File: config.mk
export PLATFORM = sky130hd
export DESIGN_NAME = cidrx_top
export DESIGN_NICKNAME = d
export VERILOG_FILES = /design/src/cidrx_pkg.sv /design/src/cidrx_top.sv
export SDC_FILE = /design/constraint.sdc
export NUM_CORES = 1
export LEC_CHECK = 0
export ABC_AREA = 1
export BUFFER_PORTS_ARGS = -buffer_cell sky130_fd_sc_hd__buf_4
export CAP_MARGIN = 20
export CORE_ASPECT_RATIO = 0.5
export CORE_MARGIN = 1.5
export CORE_UTILIZATION = 55
export DETAILED_ROUTE_END_ITERATION = 8
export PLACE_DENSITY = 0.78
export SYNTH_ARGS = -nofsm -noshare
export SYNTH_HDL_FRONTEND = slang
export SYNTH_HIERARCHICAL = 1
export SYNTH_SLANG_ARGS = --single-unit
File: constraint.sdc
create_clock -name clk -period 6.5 [get_ports clk]
set_input_delay 0.65 -clock clk [delete_from_list [all_inputs] [get_ports clk]]
set_output_delay 0.65 -clock clk [all_outputs]
set_load 0.02 [all_outputs]
File: src/cidrx_pkg.sv
// Function
// - Request input low puts the receiver into full active mode.
// - Standby is entered only with request high and ring timing high.
// - Ring timing low powers the oscillator and ring qualification logic.
// - Ring energy enables the oscillator and ring qualification logic.
// - Ring-valid open-drain output pulls low while the ring stays qualified.
// - Range select high sets timing for the high-frequency crystal.
// - Range select low sets timing for the low-frequency resonator.
// - Carrier-present open-drain output pulls low while carrier stays valid.
// - Carrier dropouts shorter than 8 ms do not release carrier-present.
// - Raw data output follows the demodulator while carrier is present.
// - Raw data includes seizure pattern and the mark period.
// - Raw data output stays high without carrier.
// - Checked data follows the demodulator only after validation with carrier.
// - Checked data never shows the alternating seizure pattern.
// - Checked data stays high outside validated carrier condition.
// - Tone at 1200 Hz decodes as mark, 2200 Hz as space.
// - Line data is 1200 bit/s asynchronous serial characters.
// - Carrier-present asserts 14 ms after carrier appears.
// - Carrier-present releases no sooner than 8 ms after data ends.
// - Crystal oscillator becomes usable 2 ms after being enabled.
// - Request input may come from ring-valid, carrier-present or a controller.
// - Ring integrator counts up at 800 Hz above, down at 400 Hz below.
// - Ring qualifies at count 48 and disqualifies at count 32.
// - Request and ring timing both high, with ring energy low, return the device to standby.
package cidrx_pkg;

    // ==========================================================
    // Clock and tone timing
    localparam int CLK_HZ       = 100_000_000;
    localparam int CLK_KHZ      = CLK_HZ / 1000;
    localparam int MARK_HZ      = 1200;
    localparam int SPACE_HZ     = 2200;
    localparam int SPLIT_HZ     = 1700;
    localparam int TONE_LO_HZ   = 1000;
    localparam int TONE_HI_HZ   = 3000;
    localparam int BIT_RATE     = 1200;
    localparam int OVERSAMPLE   = 16;
    localparam int HALF_MARK    = CLK_HZ / (2 * MARK_HZ);
    localparam int HALF_SPACE   = CLK_HZ / (2 * SPACE_HZ);
    localparam int HALF_SPLIT   = CLK_HZ / (2 * SPLIT_HZ);
    localparam int HALF_MIN     = CLK_HZ / (2 * TONE_HI_HZ);
    localparam int HALF_MAX     = CLK_HZ / (2 * TONE_LO_HZ);
    localparam int SAMPLE_CYC   = CLK_HZ / (BIT_RATE * OVERSAMPLE);

    // ==========================================================
    // Times in ms and derived cycle counts
    localparam int ACQ_MS       = 14;
    localparam int HYST_MS      = 8;
    localparam int MARK_MS      = 50;
    localparam int XTAL_ST_MS   = 2;
    localparam int RES_ST_MS    = 2;
    localparam int ACQ_CYC      = ACQ_MS * CLK_KHZ;
    localparam int HYST_CYC     = HYST_MS * CLK_KHZ;
    localparam int MARK_CYC     = MARK_MS * CLK_KHZ;
    localparam int XTAL_ST_CYC  = XTAL_ST_MS * CLK_KHZ;
    localparam int RES_ST_CYC   = RES_ST_MS * CLK_KHZ;

    // ==========================================================
    // Ring integrator
    localparam int RING_UP_HZ   = 800;
    localparam int RING_DN_HZ   = 400;
    localparam int RING_UP_CYC  = (CLK_HZ + RING_UP_HZ - 1) / RING_UP_HZ;
    localparam int RING_DN_CYC  = (CLK_HZ + RING_DN_HZ - 1) / RING_DN_HZ;
    localparam logic [5:0] RING_QUAL = 6'h30;
    localparam logic [5:0] RING_DISQ = 6'h20;
    localparam logic [5:0] RING_TOP  = 6'h3f;

    // ==========================================================
    // Widths, buffer and pin vector layout
    localparam int TW           = 24;
    localparam int FIFO_W       = 2;
    localparam int FIFO_D       = 16;
    localparam logic [4:0] FIFO_PRIME = 5'h08;
    localparam int IN_N         = 7;
    localparam int IX_REQ       = 0;
    localparam int IX_RT        = 1;
    localparam int IX_ENERGY    = 2;
    localparam int IX_QUAL      = 3;
    localparam int IX_XSEL      = 4;
    localparam int IX_LINE      = 5;
    localparam int IX_OSC       = 6;
    localparam logic [IN_N-1:0] SYNC_RST = 7'h13;

    // ==========================================================
    // Power state
    typedef enum logic [2:0] {
        ST_STANDBY = 3'b001,
        ST_RING    = 3'b010,
        ST_ACTIVE  = 3'b100
    } cidrx_state_e;

endpackage : cidrx_pkg

File: src/cidrx_top.sv
`timescale 1ns/1ns
`default_nettype none

// ==========================================================
// Sample buffer between the demodulator and the data pins
module cidrx_fifo #(
    parameter int W = 2,
    parameter int D = 16
) (
    input  wire logic         clk,
    input  wire logic         nrst,
    input  wire logic         in_valid,
    output logic              in_ready,
    input  wire logic [W-1:0] in_data,
    output logic              out_valid,
    input  wire logic         out_ready,
    output logic      [W-1:0] out_data
);
    localparam int AW = $clog2(D);

    logic [W-1:0] mem [D];
    logic [AW:0]  wr_ptr;
    logic [AW:0]  rd_ptr;
    logic         full;
    logic         empty;

    // Extra pointer bit tells full from empty.
    assign empty     = (wr_ptr == rd_ptr);
    assign full      = (wr_ptr[AW-1:0] == rd_ptr[AW-1:0]) && (wr_ptr[AW] != rd_ptr[AW]);
    assign in_ready  = !full;
    assign out_valid = !empty;
    assign out_data  = mem[rd_ptr[AW-1:0]];

    // Write side.
    always_ff @(posedge clk) begin
        if (!nrst) begin
            wr_ptr <= '0;
        end else if (in_valid && in_ready) begin
            mem[wr_ptr[AW-1:0]] <= in_data;
            wr_ptr              <= wr_ptr + 1'b1;
        end
    end

    // Read side.
    always_ff @(posedge clk) begin
        if (!nrst) begin
            rd_ptr <= '0;
        end else if (out_valid && out_ready) begin
            rd_ptr <= rd_ptr + 1'b1;
        end
    end

endmodule : cidrx_fifo

// ==========================================================
// Receiver control, demodulator and pin logic
module cidrx_top
    import cidrx_pkg::*;
#(
    parameter int P_SAMPLE_CYC  = SAMPLE_CYC,
    parameter int P_HALF_SPLIT  = HALF_SPLIT,
    parameter int P_HALF_MIN    = HALF_MIN,
    parameter int P_HALF_MAX    = HALF_MAX,
    parameter int P_ACQ_CYC     = ACQ_CYC,
    parameter int P_HYST_CYC    = HYST_CYC,
    parameter int P_MARK_CYC    = MARK_CYC,
    parameter int P_XTAL_ST_CYC = XTAL_ST_CYC,
    parameter int P_RES_ST_CYC  = RES_ST_CYC,
    parameter int P_RING_UP_CYC = RING_UP_CYC,
    parameter int P_RING_DN_CYC = RING_DN_CYC
) (
    input  wire logic clk,
    input  wire logic nrst,
    input  wire logic active_request_n,
    input  wire logic ring_hold_timing_in,
    input  wire logic ring_energy_in,
    input  wire logic ring_qualify_in,
    input  wire logic xtal_range_select,
    input  wire logic line_tone_in,
    input  wire logic osc_drive_in,
    output logic      osc_drive_out,
    input  wire logic ring_valid_n_in,
    output logic      ring_valid_n_out,
    output logic      ring_valid_n_oe,
    input  wire logic carrier_present_n_in,
    output logic      carrier_present_n_out,
    output logic      carrier_present_n_oe,
    output logic      demod_raw_out,
    output logic      demod_checked_out
);

    // Timer limit test shared by the oscillator, ring rate, carrier, mark and sample counters.
    function automatic logic reached(input logic [TW-1:0] cnt, input int lim);
        reached = (cnt >= TW'(lim - 1));
    endfunction : reached

    // ==========================================================
    // Pin synchronisers
    logic [IN_N-1:0] pin_vec;
    logic [IN_N-1:0] s1;
    logic [IN_N-1:0] s2;
    logic [IN_N-1:0] s3;
    logic [IN_N-1:0] filt;

    assign pin_vec = {osc_drive_in, line_tone_in, xtal_range_select, ring_qualify_in,
                      ring_energy_in, ring_hold_timing_in, active_request_n};

    // Three stages per pin; a change is taken once stages two and three agree.
    for (genvar i = 0; i < IN_N; i++) begin : g_sync
        always_ff @(posedge clk) begin
            if (!nrst) begin
                s1[i]   <= SYNC_RST[i];
                s2[i]   <= SYNC_RST[i];
                s3[i]   <= SYNC_RST[i];
                filt[i] <= SYNC_RST[i];
            end else begin
                s1[i] <= pin_vec[i];
                s2[i] <= s1[i];
                s3[i] <= s2[i];
                if (s2[i] == s3[i]) begin
                    filt[i] <= s3[i];
                end
            end
        end
    end

    // ==========================================================
    // Power state
    cidrx_state_e state;
    cidrx_state_e next_state;
    logic         standby;

    // Request low wins; ring timing or line energy gives partial power.
    always_comb begin
        if (!filt[IX_REQ]) begin
            next_state = ST_ACTIVE;
        end else if (!filt[IX_RT] || filt[IX_ENERGY]) begin
            next_state = ST_RING;
        end else begin
            next_state = ST_STANDBY;
        end
    end

    // State register.
    always_ff @(posedge clk) begin
        if (!nrst) begin
            state <= ST_STANDBY;
        end else begin
            state <= next_state;
        end
    end

    assign standby = (state == ST_STANDBY);

    // ==========================================================
    // Oscillator enable and start-up
    logic [TW-1:0] osc_cnt;
    logic          osc_ready;

    // Start-up wait depends on the selected reference range.
    always_ff @(posedge clk) begin
        if (!nrst || standby) begin
            osc_cnt   <= '0;
            osc_ready <= 1'b0;
        end else if (!osc_ready) begin
            osc_cnt <= osc_cnt + 1'b1;
            if (filt[IX_XSEL] ? reached(osc_cnt, P_XTAL_ST_CYC)
                              : reached(osc_cnt, P_RES_ST_CYC)) begin
                osc_ready <= 1'b1;
            end
        end
    end

    // Inverting drive stage, idle low while the oscillator is off.
    always_ff @(posedge clk) begin
        if (!nrst) begin
            osc_drive_out <= 1'b0;
        end else begin
            osc_drive_out <= !standby && !filt[IX_OSC];
        end
    end

    // ==========================================================
    // Ring integrator
    logic [TW-1:0] up_cnt;
    logic [TW-1:0] dn_cnt;
    logic          up_tick;
    logic          dn_tick;
    logic [5:0]    ring_cnt;
    logic          ring_valid;

    assign up_tick = reached(up_cnt, P_RING_UP_CYC);
    assign dn_tick = reached(dn_cnt, P_RING_DN_CYC);

    // Rate dividers for counting up and down.
    always_ff @(posedge clk) begin
        if (!nrst || standby) begin
            up_cnt <= '0;
            dn_cnt <= '0;
        end else begin
            up_cnt <= up_tick ? '0 : up_cnt + 1'b1;
            dn_cnt <= dn_tick ? '0 : dn_cnt + 1'b1;
        end
    end

    // Duty-cycle integrator, saturating at both ends.
    always_ff @(posedge clk) begin
        if (!nrst || standby) begin
            ring_cnt <= '0;
        end else if (filt[IX_QUAL] && up_tick && ring_cnt != RING_TOP) begin
            ring_cnt <= ring_cnt + 1'b1;
        end else if (!filt[IX_QUAL] && dn_tick && ring_cnt != 6'h00) begin
            ring_cnt <= ring_cnt - 1'b1;
        end
    end

    // Qualify at the upper count, drop at the lower one.
    always_ff @(posedge clk) begin
        if (!nrst || standby) begin
            ring_valid <= 1'b0;
        end else if (ring_cnt >= RING_QUAL) begin
            ring_valid <= 1'b1;
        end else if (ring_cnt <= RING_DISQ) begin
            ring_valid <= 1'b0;
        end
    end

    assign ring_valid_n_out = 1'b0;
    assign ring_valid_n_oe  = ring_valid;

    // ==========================================================
    // Tone demodulator
    logic          run;
    logic          line_prev;
    logic [TW-1:0] half_cnt;
    logic          tone_ok;
    logic          demod_bit;

    assign run = (state == ST_ACTIVE) && osc_ready;

    // Half-period of the squared line tone sets mark or space.
    always_ff @(posedge clk) begin
        if (!nrst || !run) begin
            line_prev <= 1'b0;
            half_cnt  <= '0;
            tone_ok   <= 1'b0;
            demod_bit <= 1'b1;
        end else begin
            line_prev <= filt[IX_LINE];
            if (filt[IX_LINE] != line_prev) begin
                half_cnt <= '0;
                tone_ok  <= (half_cnt >= TW'(P_HALF_MIN)) && (half_cnt <= TW'(P_HALF_MAX));
                if (half_cnt >= TW'(P_HALF_MIN) && half_cnt <= TW'(P_HALF_MAX)) begin
                    demod_bit <= (half_cnt > TW'(P_HALF_SPLIT));
                end
            end else if (half_cnt > TW'(P_HALF_MAX)) begin
                tone_ok <= 1'b0;
            end else begin
                half_cnt <= half_cnt + 1'b1;
            end
        end
    end

    // ==========================================================
    // Carrier detect with acquisition and hold-over
    logic [TW-1:0] car_cnt;
    logic          carrier;

    // Counts tone time while absent, dropout time while present.
    always_ff @(posedge clk) begin
        if (!nrst || !run) begin
            car_cnt <= '0;
            carrier <= 1'b0;
        end else if (!carrier) begin
            if (!tone_ok) begin
                car_cnt <= '0;
            end else if (reached(car_cnt, P_ACQ_CYC)) begin
                car_cnt <= '0;
                carrier <= 1'b1;
            end else begin
                car_cnt <= car_cnt + 1'b1;
            end
        end else begin
            if (tone_ok) begin
                car_cnt <= '0;
            end else if (reached(car_cnt, P_HYST_CYC)) begin
                car_cnt <= '0;
                carrier <= 1'b0;
            end else begin
                car_cnt <= car_cnt + 1'b1;
            end
        end
    end

    assign carrier_present_n_out = 1'b0;
    assign carrier_present_n_oe  = carrier;

    // ==========================================================
    // Validation: a long unbroken mark follows the seizure pattern
    logic [TW-1:0] mark_cnt;
    logic          validated;

    // Alternating bits keep restarting the count, so they never pass.
    always_ff @(posedge clk) begin
        if (!nrst || !carrier) begin
            mark_cnt  <= '0;
            validated <= 1'b0;
        end else if (!validated) begin
            if (!demod_bit) begin
                mark_cnt <= '0;
            end else if (reached(mark_cnt, P_MARK_CYC)) begin
                validated <= 1'b1;
            end else begin
                mark_cnt <= mark_cnt + 1'b1;
            end
        end
    end

    // ==========================================================
    // Sample buffer and data pins
    logic [TW-1:0] samp_cnt;
    logic          samp_tick;
    logic [4:0]    prime_cnt;
    logic          primed;
    logic [1:0]    push_data;
    logic [1:0]    pop_data;
    logic          push_ready;
    logic          pop_valid;

    assign samp_tick = reached(samp_cnt, P_SAMPLE_CYC);
    assign primed    = (prime_cnt == FIFO_PRIME);
    assign push_data = {carrier ? demod_bit : 1'b1,
                        (carrier && validated) ? demod_bit : 1'b1};

    // Sample clock and start-up fill before draining begins.
    always_ff @(posedge clk) begin
        if (!nrst) begin
            samp_cnt  <= '0;
            prime_cnt <= '0;
        end else begin
            samp_cnt <= samp_tick ? '0 : samp_cnt + 1'b1;
            if (samp_tick && !primed && push_ready) begin
                prime_cnt <= prime_cnt + 1'b1;
            end
        end
    end

    cidrx_fifo #(
        .W (FIFO_W),
        .D (FIFO_D)
    ) u_fifo (
        .clk       (clk),
        .nrst      (nrst),
        .in_valid  (samp_tick),
        .in_ready  (push_ready),
        .in_data   (push_data),
        .out_valid (pop_valid),
        .out_ready (samp_tick && primed),
        .out_data  (pop_data)
    );

    // Data pins update from the buffer and idle high.
    always_ff @(posedge clk) begin
        if (!nrst || standby) begin
            demod_raw_out     <= 1'b1;
            demod_checked_out <= 1'b1;
        end else if (samp_tick && primed && pop_valid) begin
            demod_raw_out     <= pop_data[1];
            demod_checked_out <= pop_data[0];
        end
    end

    // ==========================================================
    // Checks
    localparam int OUT_LAT = (FIFO_PRIME + 3) * P_SAMPLE_CYC;
    logic [TW-1:0] nocar_cnt;

    // Cycles since the carrier flag last dropped.
    always_ff @(posedge clk) begin
        if (!nrst || carrier) begin
            nocar_cnt <= '0;
        end else if (nocar_cnt != {TW{1'b1}}) begin
            nocar_cnt <= nocar_cnt + 1'b1;
        end
    end
endmodule : cidrx_top

`default_nettype wire

## After elaboration in Yosys (flattened, before gate mapping)

Memories as Yosys holds them, arrays and structs flattened. A register that Yosys moved wholly into a read port is not among the register bits.
Index checks and enable logic that the tools add are counted.

- Logic and storage cells: 157
- Latch bits: 0
- Output and inout bits: 7
- Memory bits (writable): 32
- Bits in read-only memories: 0
- Memories: 1
- Flip-flop bits (word level): 224

Memories:

| memory | words | bits a word | read ports | clocked after memory_dff | write ports | RTL line | RTL |
|---|---|---|---|---|---|---|---|
| u_fifo.mem | 16 | 2 | 1 | 1 | 1 | cidrx_top.sv:21 | `logic [W-1:0] mem [D];` |

- Multipliers: 0
- Shifts and indexed selects: 0
- Eq/ne operators: 15
- Multiplexer cells: 30
- $lt $le $gt $ge: 13
- Div/mod/pow operators: 0
- Add/sub/neg operators: 12
- Reduce and logical (&&, ||, !) cells: 39
- Bitwise operators: 2

Operators by type and width:

| kind | count |
|---|---|
| 24-bit by 1-bit adder with 24-bit output, second input constant | 7 |
| 24-bit 2-to-1 mux | 7 |
| 24-bit by 18-bit greater-or-equal comparator with 1-bit output, second input constant | 2 |
| 24-bit by 13-bit greater-or-equal comparator with 1-bit output, second input constant | 1 |
| 24-bit by 15-bit greater-or-equal comparator with 1-bit output, second input constant | 1 |
| 24-bit by 17-bit greater-or-equal comparator with 1-bit output, second input constant | 1 |
| 24-bit by 20-bit greater-or-equal comparator with 1-bit output, second input constant | 1 |
| 24-bit by 21-bit greater-or-equal comparator with 1-bit output, second input constant | 1 |
| 24-bit by 23-bit greater-or-equal comparator with 1-bit output, second input constant | 1 |
| 24-bit by 15-bit greater-than comparator with 1-bit output, second input constant | 1 |
| 24-bit by 16-bit greater-than comparator with 1-bit output, second input constant | 1 |
| 24-bit by 16-bit less-or-equal comparator with 1-bit output, second input constant | 1 |
| 1-bit 2-to-1 mux | 19 |
| 5-bit by 1-bit adder with 5-bit output, second input constant | 3 |
| 1-bit logical AND | 14 |
| 6-bit 2-to-1 mux | 2 |
| 1-bit logical NOT | 10 |
| 2-bit OR reduction | 4 |
| 6-bit by 1-bit adder with 6-bit output, second input constant | 1 |
| 1-bit equality test | 6 |
| 6-bit greater-or-equal comparator, second input constant | 1 |
| 6-bit less-or-equal comparator, second input constant | 1 |
| 6-bit inequality test, second input constant | 1 |
| 2-bit AND reduction | 3 |
| other kinds (14) | 21 |

## Logic depth before layout (Yosys ltp)

- Word-level depth: 7
- Mapped depth: 18

## By module

The synthesis kept the hierarchy.

By module, submodules not included:

| module | instances | area an instance (sq um) | cells each |
|---|---|---|---|
| cidrx_top | 1 | 9855.7 | 1375 |
| cidrx_fifo | 1 | 2184.6 | 244 |

## Least setup slack after synthesis

No wires, ideal clock.

- Path kind: reg-to-reg
- Start: reg up_cnt[0]
- End: reg ring_cnt[5]
- Data arrival time: 2.065 ns
- Path slack: 4.326 ns
- Period minus slack after synthesis: 2.174 ns
- Stages on the path, launching flop included: 18
- Data required time: 6.390 ns
- Path through: dfxtp_1 -> ha_1 -> nand2_1 -> nand3_1 -> nand2_1 -> nand2_1 -> nand2_1 -> nand3_1 -> nand2_1 -> ha_1 -> a21oi_1 -> o21ai_0 -> nor2_1 -> nand3_1 -> nand3_1 -> nand2_1 -> inv_1 -> nor2_1

- Cells in the longest elaborated chain, start to end: 4
- Elaborated cells between the ends (all ways): 5
- Those cells by class: order compare (1); mux (1); reduce/logical (3)

Ends and longest elaborated chain:

| item | RTL line | RTL |
|---|---|---|
| start: declaration | cidrx_top.sv:185 | `logic [TW-1:0] up_cnt;` |
| start signal: assignment | cidrx_top.sv:201 | `up_cnt <= up_tick ? '0 : up_cnt + 1'b1;` |
| 24-bit by 17-bit greater-or-equal comparator with 1-bit output * | cidrx_top.sv:94 | `reached = (cnt >= TW'(lim - 1));` |
| 1-bit logical AND * (2 in series) | cidrx_top.sv:210 | `end else if (filt[IX_QUAL] && up_tick && ring_cnt != RING_TOP) begin` |
| 6-bit 2-to-1 mux / 2-bit nonzero test (equally long branches) | n/a |  |
| end signal: assignment | cidrx_top.sv:211 | `ring_cnt <= ring_cnt + 1'b1;` |
| end signal: assignment | cidrx_top.sv:213 | `ring_cnt <= ring_cnt - 1'b1;` |
| end: declaration | cidrx_top.sv:189 | `logic [5:0] ring_cnt;` |

Every way passes the cells marked *; elsewhere a longest branch is shown, timed or not.
A chain may end at the register's enable or synchronous reset.

## Worst setup path after layout

- Start: in nrst
- End: reg dn_cnt[3]

- Cells in the longest elaborated chain, start to end: 3

Ends and longest elaborated chain:

| item | RTL line | RTL |
|---|---|---|
| start: declaration | cidrx_top.sv:73 | `input wire logic nrst,` |
| 1-bit logical NOT | n/a |  |
| 1-bit logical OR | cidrx_top.sv:197 | `if (!nrst \|\| standby) begin` |
| 2-bit OR reduction (no source line) | n/a |  |
| end signal: assignment | cidrx_top.sv:202 | `dn_cnt <= dn_tick ? '0 : dn_cnt + 1'b1;` |
| end: declaration | cidrx_top.sv:186 | `logic [TW-1:0] dn_cnt;` |

Every way passes these cells.

==> run_results.csv <==
group,metric,value,unit
hold_path,min_from,"ring_qualify_in",
run_status,outcome,"finished clean",
critical_path,start_kind,"input port",
timing,fin_crit_sh,41.7,%
critical_path,reg2regPathDepth,12,
cts,cts_setup_buffers,0,
cells_and_area,num-fill-cells,1916,
cts,insertion_delay,510,ps
cells_and_area,drive_above_1_share,4.82,%
critical_path,end_kind,"flop",
cts,cts-buffers-inserted,23,
cells_and_area,num_antenna_cells,0,
hold_path,hold_class,"input port to flop",
route,drt_iter0_markers,746,
critical_path,r2r_slack,3860,ps
timing,worst_slew_pin_slew,970,ps
route,ant_nets,0,
timing,final.min_clock_period,2710,ps
pwr,fin_total_pwr,3.04,mW
route,route.vias.total,10181,
synth,synth_edf_count,32,
critical_path,cp_data_required_time,6950,ps
critical_path,critPathLaunch,"nrst",
cells_and_area,seq_area,5570,um^2
cts,cts_sinks,262,
timing,rsz0062_at_grt,"no",
hold_path,min_to,"s1[3]",
die,fp.dieH,108,um
pwr,p_leak,4.89,nW
route,wl_per_cell,12.2,um
hold_path,min_path_cells,3,
timing,finalHoldViolCount,0,
timing,max-slew-margin-rel,35.2,%
die,io_pins,18,
grt,gr-usage-all-layers,21.3,%
synth,ys.flop_type,"dfxtp_1",
synth,yosysWarningCount,6,
timing,fmax,369,MHz
critical_path,r2r_start,"mark_cnt[0]",
job,cap_viol_max_count,0,
timing,setup_viol,0,
synth,syn_avg_cell_area,7.44,um^2
cts,clockBufferDepth,3,
placement,post-dp-hpwl,16700,um
cts,clockRootBuffer,"clkbuf_16",
grt,antenna_found_initial,0,
cells_and_area,multi_input_area,5620,um^2
die,rows,38,
cells_and_area,nNetsFinal,1676,
pwr,vdd_drop_max,0.000135,V
grt,grt_pass1_wl,41300,um
critical_path,path_class,"input port to flop",
cts,post_cts_resized,0,
route,drcViolationCount,0,
grt,gr-total-overflow,0,
timing,tns,0,ps
timing,clock-skew-final,17.9,ps
grt,grt_max_degree,39,
timing,whs,333,ps
synth,ys_types,46,
cells_and_area,syn_to_final_growth,8.99,%
cells_and_area,final_cells,1961,
die,start_util,55.8,%
cts,cts_tree,"yes",
timing,slew_viol_final,0,
grt,grt_pass1_vias,9388,
placement,io_buffers,12,
die,coreArea,21600,um^2
synth,synth_area,12000,um^2
cts,htree_levels,1,
cells_and_area,post-route-util,60.8,%
placement,place_congestion,0.924,
critical_path,crit_fanout,38,
synth,async_flop_share,0,%
placement,dp_cells,1920,
cts,ctsHoldBuffers,0,
cts,clk_pin_slew,70,ps
synth,ys_ff_latch,262,
route,first_pass_iters,5,
route,routed_wl,23900,um
pwr,power.density,231,nW/um^2
synth,yosysSeqAreaShare,46.2,%
die,die-area,22800,um^2
route,vias_per_cell,5.19,
synth,synthCells,1619,
critical_path,reg2reg_to,"mark_cnt[0]",
critical_path,cp.arrival,3160,ps
die,dieWidth,212,um
==> metal layers <==
layer	up-vias	GRT usage (%)	share of wire, %
li1	5255	-	-
met1	4661	27.6	47
met2	225	37.6	47
met3	40	3.21	4.4
met4	0	5.37	1.6
met5	-	0	0
==> worst max-delay path by stage <==
stage	endpoint	slack, ps	depth (start not counted)
floorplan	ring_cnt[5]	4330	17
global placement	dn_cnt[13]	3260	7
detailed placement	dn_cnt[13]	3210	7
CTS	dn_cnt[13]	3740	7
global route	dn_cnt[3]	3420	7
finish	dn_cnt[3]	3790	7
==> Yosys cell counts (3+ instances only) <==
| cell | n | area share (%) |
|---|---|---|
| or2_2 | 9 | 0.47 |
| buf_6 | 4 | 0.37 |
| nor3_2 | 5 | 0.42 |
| a31oi_1 | 7 | 0.36 |
| nand3_1 | 126 | 5.2 |
| ha_1 | 19 | 2.0 |
| nor3_1 | 51 | 2.1 |
| nor4_1 | 6 | 0.31 |
| nor2_4 | 3 | 0.28 |
| nor3b_1 | 7 | 0.44 |
| nor2_1 | 246 | 7.7 |
| edfxtp_1 | 32 | 8.0 |
| nand3_2 | 3 | 0.25 |
| nand2_2 | 4 | 0.21 |
| nand3b_1 | 5 | 0.31 |
| buf_4 | 4 | 0.25 |
| dfxtp_1 | 230 | 38 |
| xnor2_1 | 22 | 1.6 |
| o31ai_1 | 3 | 0.19 |
| a21oi_1 | 112 | 4.7 |
| o211ai_1 | 10 | 0.62 |
| xor2_1 | 41 | 3.0 |
| buf_2 | 11 | 0.46 |
| inv_2 | 4 | 0.12 |
| nand2_1 | 332 | 10 |
| inv_1 | 194 | 6.0 |
| clkbuf_1 | 20 | 0.62 |
| o21ai_0 | 50 | 2.1 |
| nand4_1 | 35 | 1.8 |
| nor2_2 | 3 | 0.16 |
| and3_1 | 3 | 0.16 |
==> through the flow <==
step                      setup slack (ps)  area, um^2
after floorplan                       4330       12100
final                                 3790       13100
after detailed placement              3210       12400
after global routing                  3420       13100
after global placement                3260       12400
after CTS                             3740       13100
==> worst max-delay path, cell delays in order <==
cell,delay [ps]
buf_4,320
nand2_1,540
inv_1,610
nand3_1,530
inv_1,260
o21ai_0,110
a21oi_1,110
==> kinds of logic (layout without fill, tap and decap cells) <==
kind of cell | after synthesis | in the layout | synth area share [%]
AND/OR/NAND/NOR | 840 | 840 | 30.3
other | 1 | 29 | 0.0311
AO/OA/AOI/OAI | 194 | 194 | 8.65
flip-flops | 262 | 262 | 46.2
buffers and inverters | 238 | 252 | 8.00
adder cells (fa/ha/maj) | 21 | 21 | 2.22
XOR/XNOR | 63 | 63 | 4.58
==> power by group <==
group,internal (mW),switching (mW)
registers,1.65,0.00887
clock network,0.739,0.586
logic,0.0176,0.0344
total,2.41,0.629
==> flip-flops by register name (all words and copies together), names as in the netlist, 3 cells and up, named ones only <==
register / count
u_fifo/rd_ptr: 5
half_cnt: 24
u_fifo/mem: 32
car_cnt: 24
u_fifo/wr_ptr: 5
osc_cnt: 24
prime_cnt: 5
s3: 6
s1: 6
ring_cnt: 6
s2: 6
dn_cnt: 24
state: 3
filt: 6
up_cnt: 24
mark_cnt: 24
samp_cnt: 24
==> layout make-up <==
cell class | count | area share (%)
Multi-Input combinational cell | 1147 | 42.8
Clock buffer | 30 | 4.90
Inverter | 198 | 5.66
Timing Repair Buffer | 13 | 0.744
Sequential cell | 262 | 42.4
Clock inverter | 11 | 0.620
Tap cell | 300 | 2.86
==> layout by cell type, fill, tap and decap left out, types with 5 or more instances in the layout <==
cell	Yosys	routed
o21ai_0	50	50
nand2_1	332	332
nor2_1	246	246
o211ai_1	10	10
nor3_1	51	51
xor2_1	41	41
nor3_2	5	5
dfxtp_1	230	230
inv_1	194	194
buf_4	4	13
ha_1	19	19
a21oi_1	112	112
or2_2	9	9
conb_1	1	29
clkinv_2	0	7
nor3b_1	7	7
nand3b_1	5	5
nor4_1	6	6
clkbuf_16	0	24
nand3_1	126	126
edfxtp_1	32	32
nand4_1	35	35
a31oi_1	7	7
xnor2_1	22	22
(Power assumes the default switching activity.)
